==> src/verilog/sst_pkg.sv <==
// Constants for the sequencer self-test engine: map, words, timing.
// Assumes a 25 MHz system clock and a plain strobe register port.
package sst_pkg;
  // Register offsets and control bits
  localparam logic [3:0] OFF_CTRL   = 4'h0;
  localparam logic [3:0] OFF_STAT   = 4'h4;
  localparam int         CTRL_START = 0;    // Write 1: run the test
  localparam int         CTRL_BUSY  = 0;    // Read: test running
  // Status word, doc bit n sits at data bit 16-n (bit 1 is the MSB)
  localparam logic [15:0] STAT_RST     = 16'h0000;
  localparam logic [15:0] W_PROG_FATAL = 16'h2D00; // 3,5,6,8
  localparam logic [15:0] W_PROG_SEV   = 16'h3D00; // 3,4,5,6,8
  localparam logic [15:0] W_PROG_PAR   = 16'h7DC0; // 2-6,8,9,10
  localparam logic [15:0] W_PAR_STUCK  = 16'h2D01;
  localparam logic [15:0] W_SEV_BAD    = 16'h3D01;
  localparam logic [15:0] W_SEV_GOOD   = 16'h3D81;
  localparam logic [15:0] W_PAR_TREE   = 16'h3D02;
  localparam logic [15:0] W_RF_FAIL    = 16'h7DC3;
  localparam logic [15:0] W_MOD_FAIL   = 16'h7DC0;
  localparam logic [15:0] W_PASS       = 16'h7F73;
  localparam logic [15:0] W_REPEAT_CLR = 16'h3000; // Bits 3 and 4
  localparam int          PASS_BIT     = 5;        // Doc bit 11
  // Sequencing
  localparam int ADDR_N     = 32;
  localparam int MOD_N      = 16;
  localparam int SETTLE_CYC = 8;  // Covers output flop, far logic, sync
  // Host wait before reading the result
  localparam int CLK_NS      = 40;
  localparam int WAIT_NS     = 1040000;
  localparam int WAIT_CYC    = WAIT_NS / CLK_NS;  // Longest: round down
  // Positions in the synchronised input vector
  localparam int IN_HIT = 0;
  localparam int IN_CRC = 1;
  localparam int IN_CNT = 2;   // Three bits
  localparam int IN_SEV = 5;
  localparam int IN_PAR = 6;
  localparam int IN_RF  = 7;
  localparam int IN_REP = 8;
  localparam int IN_OWN = 9;   // Five bits
  localparam int IN_W   = 14;
  typedef enum logic [3:0] {
    S_IDLE, S_ADDR, S_CRC, S_CNT, S_SEV, S_PAR, S_RF, S_BUS, S_DONE
  } sst_state_t;
endpackage : sst_pkg

==> src/verilog/sst_top.sv <==
// Sequencer self-test engine: drives probes into the sequencer logic,
// samples the detectors, and builds the self-test status word.
// Detector inputs come from outside this clock and are synchronised.
`timescale 1ns/1ps
module sst_top
  import sst_pkg::*;
#(
  parameter int LIMIT_CYC = sst_pkg::WAIT_CYC
)(
  input  wire logic        clk_sys,
  input  wire logic        rst_b,
  input  wire logic [3:0]  reg_addr,
  input  wire logic [15:0] reg_wdata,
  input  wire logic        reg_wr,
  input  wire logic        reg_rd,
  output logic      [15:0] reg_rdata,
  output logic             reg_rd_ack,
  input  wire logic [4:0]  own_addr,
  input  wire logic        rx_addr_hit,
  input  wire logic        crc_err,
  input  wire logic [2:0]  cnt_carry,
  input  wire logic        sev_err,
  input  wire logic        par_err,
  input  wire logic        rf_err,
  input  wire logic        mod_reply,
  output logic      [4:0]  probe_addr,
  output logic             crc_inject,
  output logic             cnt_load,
  output logic             sev_bad,
  output logic             sev_run,
  output logic             par_bad,
  output logic             par_run,
  output logic             rf_run,
  output logic             rf_addr_mode,
  output logic      [3:0]  mod_addr,
  output logic             mod_xfer,
  output logic             mod_badchk,
  output logic             busy
);
  import sst_pkg::*;

  sst_state_t  state_q, state_d;     // Sequencer phase
  logic [4:0]  idx_q, idx_d;         // Address or module index
  logic [1:0]  sub_q, sub_d;         // Step within one index
  logic [3:0]  wt_q, wt_d;           // Settle counter
  logic [15:0] stat_q, stat_d;       // Self-test status word
  logic        mute_q, mute_d;       // Fatal: status read unanswered
  logic        ran_q, ran_d;         // A test ended since power-up
  logic        rep_q, rep_d;         // This run is a repeat
  logic [IN_W-1:0] s1_q, s2_q;       // Input synchroniser stages
  logic [15:0] rdata_q, rdata_d;
  logic        ack_q, ack_d;
  logic [4:0]  pa_q, pa_d;
  logic [3:0]  ma_q, ma_d;
  logic        crc_q, crc_d, cl_q, cl_d, sb_q, sb_d, sr_q, sr_d;
  logic        pb_q, pb_d, pr_q, pr_d, rr_q, rr_d, rm_q, rm_d;
  logic        mx_q, mx_d, mb_q, mb_d;
  logic        last, start;
  logic        busy_q, busy_d;       // Test running, kept in a flop

  // Outputs straight from flops
  assign reg_rdata    = rdata_q;
  assign reg_rd_ack   = ack_q;
  assign probe_addr   = pa_q;
  assign crc_inject   = crc_q;
  assign cnt_load     = cl_q;
  assign sev_bad      = sb_q;
  assign sev_run      = sr_q;
  assign par_bad      = pb_q;
  assign par_run      = pr_q;
  assign rf_run       = rr_q;
  assign rf_addr_mode = rm_q;
  assign mod_addr     = ma_q;
  assign mod_xfer     = mx_q;
  assign mod_badchk   = mb_q;
  assign busy         = busy_q;

  // Sample point: stimulus has settled and passed the synchroniser
  assign last  = (wt_q == 4'(SETTLE_CYC - 1));
  // Only a start command is accepted once idle or finished
  assign start = reg_wr && (reg_addr == OFF_CTRL) &&
                 reg_wdata[CTRL_START] && !busy;

  // Next state of sequencer, status word and register port
  always_comb
  begin
    state_d = state_q;
    idx_d   = idx_q;
    sub_d   = sub_q;
    wt_d    = last ? 4'h0 : wt_q + 4'h1;
    stat_d  = stat_q;
    mute_d  = mute_q;
    ran_d   = ran_q;
    rep_d   = rep_q;
    // Stimulus follows the current step; strobes idle by default, addresses and rf_addr_mode follow idx_q and sub_q
    pa_d  = idx_q;
    ma_d  = idx_q[3:0];
    crc_d = (state_q == S_CRC);
    cl_d  = (state_q == S_CNT);
    sr_d  = (state_q == S_SEV);
    sb_d  = (state_q == S_SEV) && sub_q[0];
    pr_d  = (state_q == S_PAR);
    pb_d  = (state_q == S_PAR) && !sub_q[0];
    rr_d  = (state_q == S_RF);
    rm_d  = sub_q[0];
    mx_d  = (state_q == S_BUS) && (sub_q != 2'd0);
    mb_d  = (state_q == S_BUS) && (sub_q == 2'd2);
    case (state_q)
      S_IDLE, S_DONE:
      begin
        wt_d = 4'h0;
        if (start)
        begin
          state_d = S_ADDR;
          idx_d   = 5'd0;
          sub_d   = 2'd0;
          stat_d  = STAT_RST;
          mute_d  = 1'b0;
          rep_d   = ran_q;
        end
      end
      S_ADDR:
        if (last)
        begin
          // Hit must come for own address only
          if (s2_q[IN_HIT] != (idx_q == s2_q[IN_OWN +: 5]))
          begin
            state_d = S_DONE;
            mute_d  = 1'b1;
          end
          else if (idx_q == 5'(ADDR_N - 1))
            state_d = S_CRC;
          idx_d = idx_q + 5'd1;
        end
      S_CRC:
        if (last)
        begin
          // A missed bad check is fatal
          if (!s2_q[IN_CRC])
          begin
            state_d = S_DONE;
            mute_d  = 1'b1;
          end
          else
            state_d = S_CNT;
        end
      S_CNT:
        if (last)
        begin
          // Counters loaded alike must roll over together
          if (s2_q[IN_CNT +: 3] != 3'b111)
          begin
            state_d = S_DONE;
            mute_d  = 1'b1;
          end
          else
          begin
            state_d = S_SEV;
            stat_d  = W_PROG_FATAL;
          end
        end
      S_SEV:
        if (last)
        begin
          // Step 0 good pattern, step 1 bad pattern
          if (!sub_q[0] && s2_q[IN_SEV])
          begin
            state_d = S_DONE;
            stat_d  = W_SEV_GOOD;
          end
          else if (sub_q[0] && !s2_q[IN_SEV])
          begin
            state_d = S_DONE;
            stat_d  = W_SEV_BAD;
          end
          else if (sub_q[0])
          begin
            state_d = S_PAR;
            stat_d  = W_PROG_SEV;
          end
          sub_d = sub_q[0] ? 2'd0 : 2'd1;
        end
      S_PAR:
        if (last)
        begin
          // Step 0 forced bad parity, step 1 good parity
          if (!sub_q[0] && !s2_q[IN_PAR])
          begin
            state_d = S_DONE;
            stat_d  = W_PAR_STUCK;
          end
          else if (sub_q[0] && s2_q[IN_PAR])
          begin
            state_d = S_DONE;
            stat_d  = W_PAR_TREE;
          end
          else if (sub_q[0])
          begin
            state_d = S_RF;
            stat_d  = W_PROG_PAR;
          end
          sub_d = sub_q[0] ? 2'd0 : 2'd1;
        end
      S_RF:
        if (last)
        begin
          // Data pattern pass, then address pattern pass
          if (s2_q[IN_RF])
          begin
            state_d = S_DONE;
            stat_d  = W_RF_FAIL;
          end
          else if (sub_q[0])
          begin
            state_d = S_BUS;
            idx_d   = 5'd0;
          end
          sub_d = sub_q[0] ? 2'd0 : 2'd1;
        end
      S_BUS:
        if (last)
        begin
          // Idle: no reply; good check: reply; bad check: none
          if ((sub_q != 2'd1) == s2_q[IN_REP])
          begin
            state_d = S_DONE;
            // Module address in field, field MSB (bit 12) left 0
            stat_d  = W_MOD_FAIL | {12'h000, idx_q[3:0]};
            if (rep_q && (sub_q != 2'd2))
              stat_d = stat_d & ~W_REPEAT_CLR;
          end
          else if (sub_q == 2'd2)
          begin
            sub_d = 2'd0;
            idx_d = idx_q + 5'd1;
            if (idx_q == 5'(MOD_N - 1))
            begin
              state_d = S_DONE;
              stat_d  = W_PASS;
            end
          end
          else
            sub_d = sub_q + 2'd1;
        end
      default:
        state_d = S_IDLE;
    endcase
    if (state_d == S_DONE)
      ran_d = 1'b1;
    // Register reads; fatal result leaves status read unanswered
    ack_d   = reg_rd && !(mute_q && reg_addr == OFF_STAT);
    rdata_d = 16'h0000;
    if (ack_d && reg_addr == OFF_CTRL)
      rdata_d[CTRL_BUSY] = busy;
    else if (ack_d && reg_addr == OFF_STAT)
      rdata_d = stat_q;
    // Busy follows the next phase so the pin comes from a flop
    busy_d = (state_d != S_IDLE) && (state_d != S_DONE);
  end

  // All state registers; only the second sync stage is read by the sequencer
  always_ff @(posedge clk_sys)
  begin
    s1_q <= {own_addr, mod_reply, rf_err, par_err, sev_err,
             cnt_carry, crc_err, rx_addr_hit};
    s2_q <= s1_q;
    if (!rst_b)
    begin
      state_q <= S_IDLE;
      idx_q   <= 5'd0;
      sub_q   <= 2'd0;
      wt_q    <= 4'h0;
      stat_q  <= STAT_RST;
      mute_q  <= 1'b0;
      ran_q   <= 1'b0;
      rep_q   <= 1'b0;
      rdata_q <= 16'h0000;
      ack_q   <= 1'b0;
      busy_q  <= 1'b0;
      {pa_q, ma_q} <= 9'h000;
      {crc_q, cl_q, sb_q, sr_q, pb_q, pr_q} <= 6'h00;
      {rr_q, rm_q, mx_q, mb_q} <= 4'h0;
    end
    else
    begin
      state_q <= state_d;
      idx_q   <= idx_d;
      sub_q   <= sub_d;
      wt_q    <= wt_d;
      stat_q  <= stat_d;
      mute_q  <= mute_d;
      ran_q   <= ran_d;
      rep_q   <= rep_d;
      rdata_q <= rdata_d;
      ack_q   <= ack_d;
      busy_q  <= busy_d;
      {pa_q, ma_q} <= {pa_d, ma_d};
      {crc_q, cl_q, sb_q, sr_q, pb_q, pr_q} <=
        {crc_d, cl_d, sb_d, sr_d, pb_d, pr_d};
      {rr_q, rm_q, mx_q, mb_q} <= {rr_d, rm_d, mx_d, mb_d};
    end
  end

  // Helper: cycles since start, for the host wait bound
  logic [31:0] run_q;
  always_ff @(posedge clk_sys)
    run_q <= (!rst_b || start) ? 32'd0 : run_q + {31'd0, busy};

  a_run_bound: assert property (@(posedge clk_sys) disable iff (!rst_b)
    busy |-> run_q < 32'(LIMIT_CYC))
    else $error("self test outlasts host wait");
  a_result_hold: assert property (@(posedge clk_sys) disable iff (!rst_b)
    (state_q == S_DONE) && !start |=> $stable(stat_q))
    else $error("result changed after end");
  a_mute_read: assert property (@(posedge clk_sys) disable iff (!rst_b)
    mute_q && reg_rd && reg_addr == OFF_STAT |=> !reg_rd_ack)
    else $error("status answered after fatal fault");
  a_pass_word: assert property (@(posedge clk_sys) disable iff (!rst_b)
    (state_q == S_DONE) && stat_q[PASS_BIT] |-> stat_q == W_PASS)
    else $error("pass bit without pass word");
  a_addr_fatal: assert property (@(posedge clk_sys) disable iff (!rst_b)
    state_q == S_ADDR && last &&
    s2_q[IN_HIT] != (idx_q == s2_q[IN_OWN +: 5])
    |=> state_q == S_DONE && mute_q)
    else $error("address fault not fatal");
  a_sev_good: assert property (@(posedge clk_sys) disable iff (!rst_b)
    state_q == S_SEV && last && !sub_q[0] && s2_q[IN_SEV]
    |=> stat_q == W_SEV_GOOD && state_q == S_DONE)
    else $error("good pattern reject word wrong");
  a_par_stuck: assert property (@(posedge clk_sys) disable iff (!rst_b)
    state_q == S_PAR && last && !sub_q[0] && !s2_q[IN_PAR]
    |=> stat_q == W_PAR_STUCK && !stat_q[PASS_BIT])
    else $error("stuck parity word wrong");
  a_mod_addr: assert property (@(posedge clk_sys) disable iff (!rst_b)
    state_q == S_BUS && state_d == S_DONE && stat_d != W_PASS
    |=> stat_q[3:0] == $past(idx_q[3:0]) && !stat_q[4])
    else $error("module address not in field");
endmodule : sst_top

==> config.mk <==
export PLATFORM = sky130hd
export DESIGN_NAME = sst_top
export DESIGN_NICKNAME = d
export VERILOG_FILES = /design/src/verilog/sst_pkg.sv /design/src/verilog/sst_top.sv
export SDC_FILE = /design/constraint.sdc
export NUM_CORES = 1
export LEC_CHECK = 0
export BUFFER_PORTS_ARGS = -buffer_cell sky130_fd_sc_hd__buf_4
export CORE_MARGIN = 8
export CORE_UTILIZATION = 35
export CTS_BUF_LIST = sky130_fd_sc_hd__clkbuf_8
export CTS_CLUSTER_SIZE = 24
export DETAILED_ROUTE_END_ITERATION = 8
export PLACE_DENSITY = 0.58
export REMOVE_ABC_BUFFERS = 1
export SYNTH_ARGS = -nofsm -noshare
export SYNTH_HDL_FRONTEND = slang
export SYNTH_SLANG_ARGS = --single-unit
==> constraint.sdc <==
create_clock -name clk_sys -period 2.7 [get_ports clk_sys]
set_clock_uncertainty 0.15 [all_clocks]
set_input_delay 0.405 -clock clk_sys [delete_from_list [all_inputs] [get_ports clk_sys]]
set_output_delay 0.405 -clock clk_sys [all_outputs]
set_load 0.005 [all_outputs]
### Yosys cells after proc, flatten, opt, wreduce, memory -nomap -nowiden

Cells that the tools add are included.

| cells by class | value |
|---|---|
| $add $sub $neg | 3 |
| eq/ne operators | 43 |
| multiplexer cells | 69 |
| bitwise operators | 2 |
| reductions and logical operators | 39 |

Operator list:

| operator | number |
|---|---|
| $mux 16 | 17 |
| $pmux 16 s6 | 1 |
| $mux 4 | 23 |
| $mux 5 | 8 |
| $pmux 4 s8 | 1 |
| $eq 4x3->1 const B | 6 |
| $ne 2x2->1 const B | 11 |
| $pmux 5 s4 | 1 |
| $ne 2x1->1 const B | 9 |
| $logic_and 1x1->1 | 17 |
| $mux 14 | 1 |
| $reduce_and 13->1 | 1 |
| $reduce_bool 4->1 | 3 |
| $mux 1 | 10 |
| $mux 2 | 5 |
| $reduce_and 9->1 | 1 |
| $eq 4x2->1 const B | 2 |
| $eq 4x4->1 const B | 2 |
| $logic_not 4->1 | 2 |
| $ne 4x2->1 const B | 2 |
| $reduce_and 8->1 | 1 |
| $ne 3x1->1 const B | 2 |
| $pmux 2 s3 | 1 |
| $reduce_bool 6->1 | 1 |
| other kinds (22) | 28 |

| word-level totals | value |
|---|---|
| register bits after elaboration | 99 |
| bits of input ports | 38 |
| output and inout port bits | 37 |
| word-level logic and storage cells | 182 |

### Depth between registers and ports, before layout

| logic depth | value |
|---|---|
| depth after elaboration | 8 |
| gate-level depth with buffers | 10 |
| depth with buffers taken out | 9 |

### Worst setup path before layout

OpenSTA, ideal clock, no wires.

| timing | value |
|---|---|
| path type | reg2reg |
| from | reg idx_q[0] |
| to | reg stat_q[1] |
| setup time | 0.128 ns |
| arrival time | 2.087 ns |
| required time | 2.422 ns |
| slack | 0.336 ns |
| cell stages (with the launch flop) | 11 |
| path buffers | 1 |
| clock period less this slack | 2.364 ns |
| path through | dfxtp_1 -> ha_1 -> and3_1 -> ha_1 -> nor2b_1 -> o21ai_0 -> a41oi_1 -> o211ai_2 -> buf_4 -> mux2i_1 -> nor2_1 |

| between the ends | value |
|---|---|
| cells in the longest elaborated chain, start to end | 3 |

RTL lines:

| what | line | source |
|---|---|---|
| start: declaration | sst_top.sv:43 | `logic [4:0] idx_q, idx_d;` |
| start signal: assignment | sst_top.sv:287 | `idx_q <= idx_d;` |
| $eq 5x4->1 | sst_top.sv:236 | `if (idx_q == 5'(MOD_N - 1))` |
| $ne 3x1->1 (no source line) | - |  |
| $reduce_and 13->1 (no source line) | - |  |
| end signal: assignment | sst_top.sv:290 | `stat_q <= stat_d;` |
| end: declaration | sst_top.sv:46 | `logic [15:0] stat_q, stat_d;` |

No other way between the ends.
A chain may end at the register's enable or synchronous reset.

### Worst setup path in the final report

| timing | value |
|---|---|
| from | reg sub_q[0] |
| to | reg stat_q[6] |

| between the ends | value |
|---|---|
| cells in the longest elaborated chain, start to end | 5 |
| elaborated cells on any way between the ends | 22 |
| classes of those cells | eq/ne (7); mux (9); reduce/logical (6) |

RTL lines:

| what | line | source |
|---|---|---|
| start: declaration | sst_top.sv:44 | `logic [1:0] sub_q, sub_d;` |
| start signal: assignment | sst_top.sv:288 | `sub_q <= sub_d;` |
| $ne 2x1->1, or another cell as far along | sst_top.sv:224 | `if ((sub_q != 2'd1) == s2_q[IN_REP])` |
| $eq 1x1->1, or another cell as far along | sst_top.sv:224 |  |
| $mux 16, on equally long branches | sst_top.sv:224, sst_top.sv:166, sst_top.sv:187 |  |
| $mux 16, on equally long branches | sst_top.sv:221, sst_top.sv:163, sst_top.sv:184 |  |
| $pmux 16 s6 | sst_top.sv:108 | `case (state_q)` |

Parallel ways exist; a longest one is shown, timed or not. The select of a mux whose other input is x is not followed.

==> metrics.md <==
| Metric | Value |
|---|---|
| Crit path time final | `2.53 ns` |
| Crit path max fanout | `6` |
| Pin count of the biggest net entering global routing | `19` |
| Residual DRC count | `0` |
| Final Setup Violations | `0` |
| Warnings, synthesis | `0` |
| Leakage | `1.81 nW` |
| DRT antenna net count | `0` |
| Worst Tran Pin Value | `0.558 ns` |
| Vias in the first global route | `2857` |
| Most frequent cells after synthesis | `dfxtp_1, nor2_1, nand2_1` |
| Yosys top cell area share | `0.482` |
| Core Rows | `36` |
| Final hold vios | `0` |
| Post-Place Worst Slack | `0.0540 ns` |
| Initial DRC count | `159` |
| Hold Path Class | `primary input to flop` |
| Clk buf depth | `2` |
| Width of the die | `115 microns` |
| Initial antenna violation count | `0` |
| Startpoint types | `flop` |
| FILL cells | `948` |
| WL final | `8540 microns` |
| First-pass GRT wire length | `13700 microns` |
| Max Fclk | `395 MHz` |
| Final Net Count | `497` |
| Tcrit/Tclk final | `0.937` |
| Final Max Slew Viols | `0` |
| Diodes inserted | `0` |
| Post-synthesis register bit count | `83` |
| Syn Std Cell Area | `3450 sq um` |
| Outcome | `finished clean` |
| Vias per std cell | `4.92` |
| Die Height | `115 microns` |
| H-Tree Depth | `3` |
| Core area | `9680 sq um` |
| Power density over the cells | `524 nW/um^2` |
| Port Buf Inserts | `58` |
| Worst setup path class | `flop to flop` |
| Setup crit end kind | `flop` |
| Slew headroom | `0.627` |
| Total gr overflow | `0` |
| Worst vdd ir | `0.359 mV` |
| Total GRT Usage | `0.132` |
| Wire per inst | `14.5 microns` |
| Drt pass-1 iters | `4` |
| Layout area overhead | `28.3%` |
| Die area | `13300 sq um` |
| Routed vias | `2901` |
| Share of the yosys chip area belonging to registers | `0.482` |
| Syn Area/Cell | `9.20 sq um` |
| Root Driver | `clkbuf_8` |
| Setup TNS | `0 ns` |
| Largest area contributor in the netlist | `dfxtp_1` |
| Worst hold slack | `0.149 ns` |
| Starting density of the core | `0.356` |
| EDFF count, synth | `0` |
| Worst EP required | `2.84 ns` |
| Clock transition at path regs | `0.09 ns` |
| Crit path DAT | `2.67 ns` |
| Max-cap violations | `0` |
| Top_reg_cell synth | `dfxtp_1` |
| Clk Latency, worst-skew pair | `0.36 ns` |
| Dpl hpwl | `6180 microns` |
| Clock Sinks | `83` |
| Final worst setup slack | `0.171 ns` |
| I/O pin cnt | `75` |
| Post-CTS Setup Bufs | `0` |
| Async S/R FF share, synth | `0` |
| Cell with the most instances after synthesis | `dfxtp_1` |
| RSZ-0062 raised after global routing | `no` |
| Placer Congestion | `0.880` |
| Count of different cell masters after synthesis | `63` |
| Layout cells sized above 1 | `0.232` |
| Top cells by area, synth | `dfxtp_1, nor2_1, nand2_1` |
| Synth Instances | `375` |
| Cts bufs inserted | `9` |
| CTS tree | `built` |
==> final cells by class <==
cell class                 count  area (sq um)  area share
tap                          133           166      0.0376
inverter                       9          33.8     0.00763
clock inverter                 7          82.6      0.0187
clock buffer                   9           124      0.0280
multi-input combinational    256          1630       0.367
timing repair buffer          93           733       0.166
sequential                    83          1660       0.375
==> worst paths after layout <==
| kind | from | endpoint | slack, ns | cells past startpoint |
|---|---|---|---|---|
| hold reg to reg | s1_q[4] | s2_q[4] | 0.17 | 0 |
| setup reg to reg | sub_q[0] | stat_q[6] | 0.17 | 8 |
| hold / removal | reg_addr[2] | reg_rd_ack | 0.15 | 2 |
| setup / recovery | sub_q[0] | stat_q[6] | 0.17 | 8 |
==> power breakdown <==
part,switching (mW),internal [mW]
combinational,0.0582,0.0616
sequential,0.0113,1.25
clock,0.496,0.443
==> through the flow <==
stage / power (mW) / area, sq um / cells / util
final: 2.32 / 4430 / 590 / 0.457
after global routing: 2.41 / 4430 / 590 / 0.457
after CTS: 2.34 / 4390 / 589 / 0.454
after detailed placement: 1.39 / 4050 / 559 / 0.418
after global placement: 1.39 / 4050 / 559 / 0.418
after floorplan: 1.33 / 3290 / 347 / -
==> state kept, by name, summed over array words and instances (netlist names), 2 cells and up <==
signal	flops
s1_q	14
reg_rdata	10
idx_q	5
probe_addr	5
sub_q	2
s2_q	14
wt_q	4
stat_q	10
state_q	4
==> cell families (layout without fill, tap and decap cells) <==
kind of cell             count (synthesis)  in the layout  synth area share
AND/OR/NAND/NOR                        158            158             0.245
flip-flops                              83             83             0.482
AO/OA/AOI/OAI                           72             73             0.143
buffers and inverters                   37            118            0.0569
multiplexers                            10             10            0.0290
adder cells (fa/ha/maj)                  7              7            0.0254
XOR/XNOR                                 7              7            0.0178
other                                    1              1           0.00109
==> layout by cell type (no fill, tap or decap), drive strengths merged, types with 6 or more instances in the layout <==
cell type	Yosys	layout
clkbuf	10	9
nand2b	8	8
and2	16	16
nor2	38	38
nand2	34	34
ha	7	7
nand3	6	6
mux2i	10	10
nor2b	7	7
buf	18	79
o21ai	12	12
inv	7	11
nor3	18	18
dlygate4sd3	0	14
xnor2	6	6
dfxtp	83	83
a21oi	22	22
==> metal layers <==
metal,GRT usage,up-vias,part of all wire
li1,-,1454,-
met3,0.0383,15,0.057
met2,0.214,76,0.48
met1,0.157,1356,0.45
met4,0.0648,0,0.022
met5,0,-,0
==> what timing repair did <==
action,in CTS,in global routing
hold endpoints to repair,14,0
hold buffers,14,0
setup endpoints to repair,0,10
resized for setup,0,4
==> worst max-delay path: stages, from the launching register on <==
cell and delay, ns:
dfxtp_1 0.34, clkinv_1 0.23, ha_1 0.41, mux2i_1 0.17
nor4_1 0.08, nor3_2 0.35, o211ai_2 0.21, or3_1 0.38
a21oi_1 0.13
No activity file was read; power rests on OpenSTA's default activity.
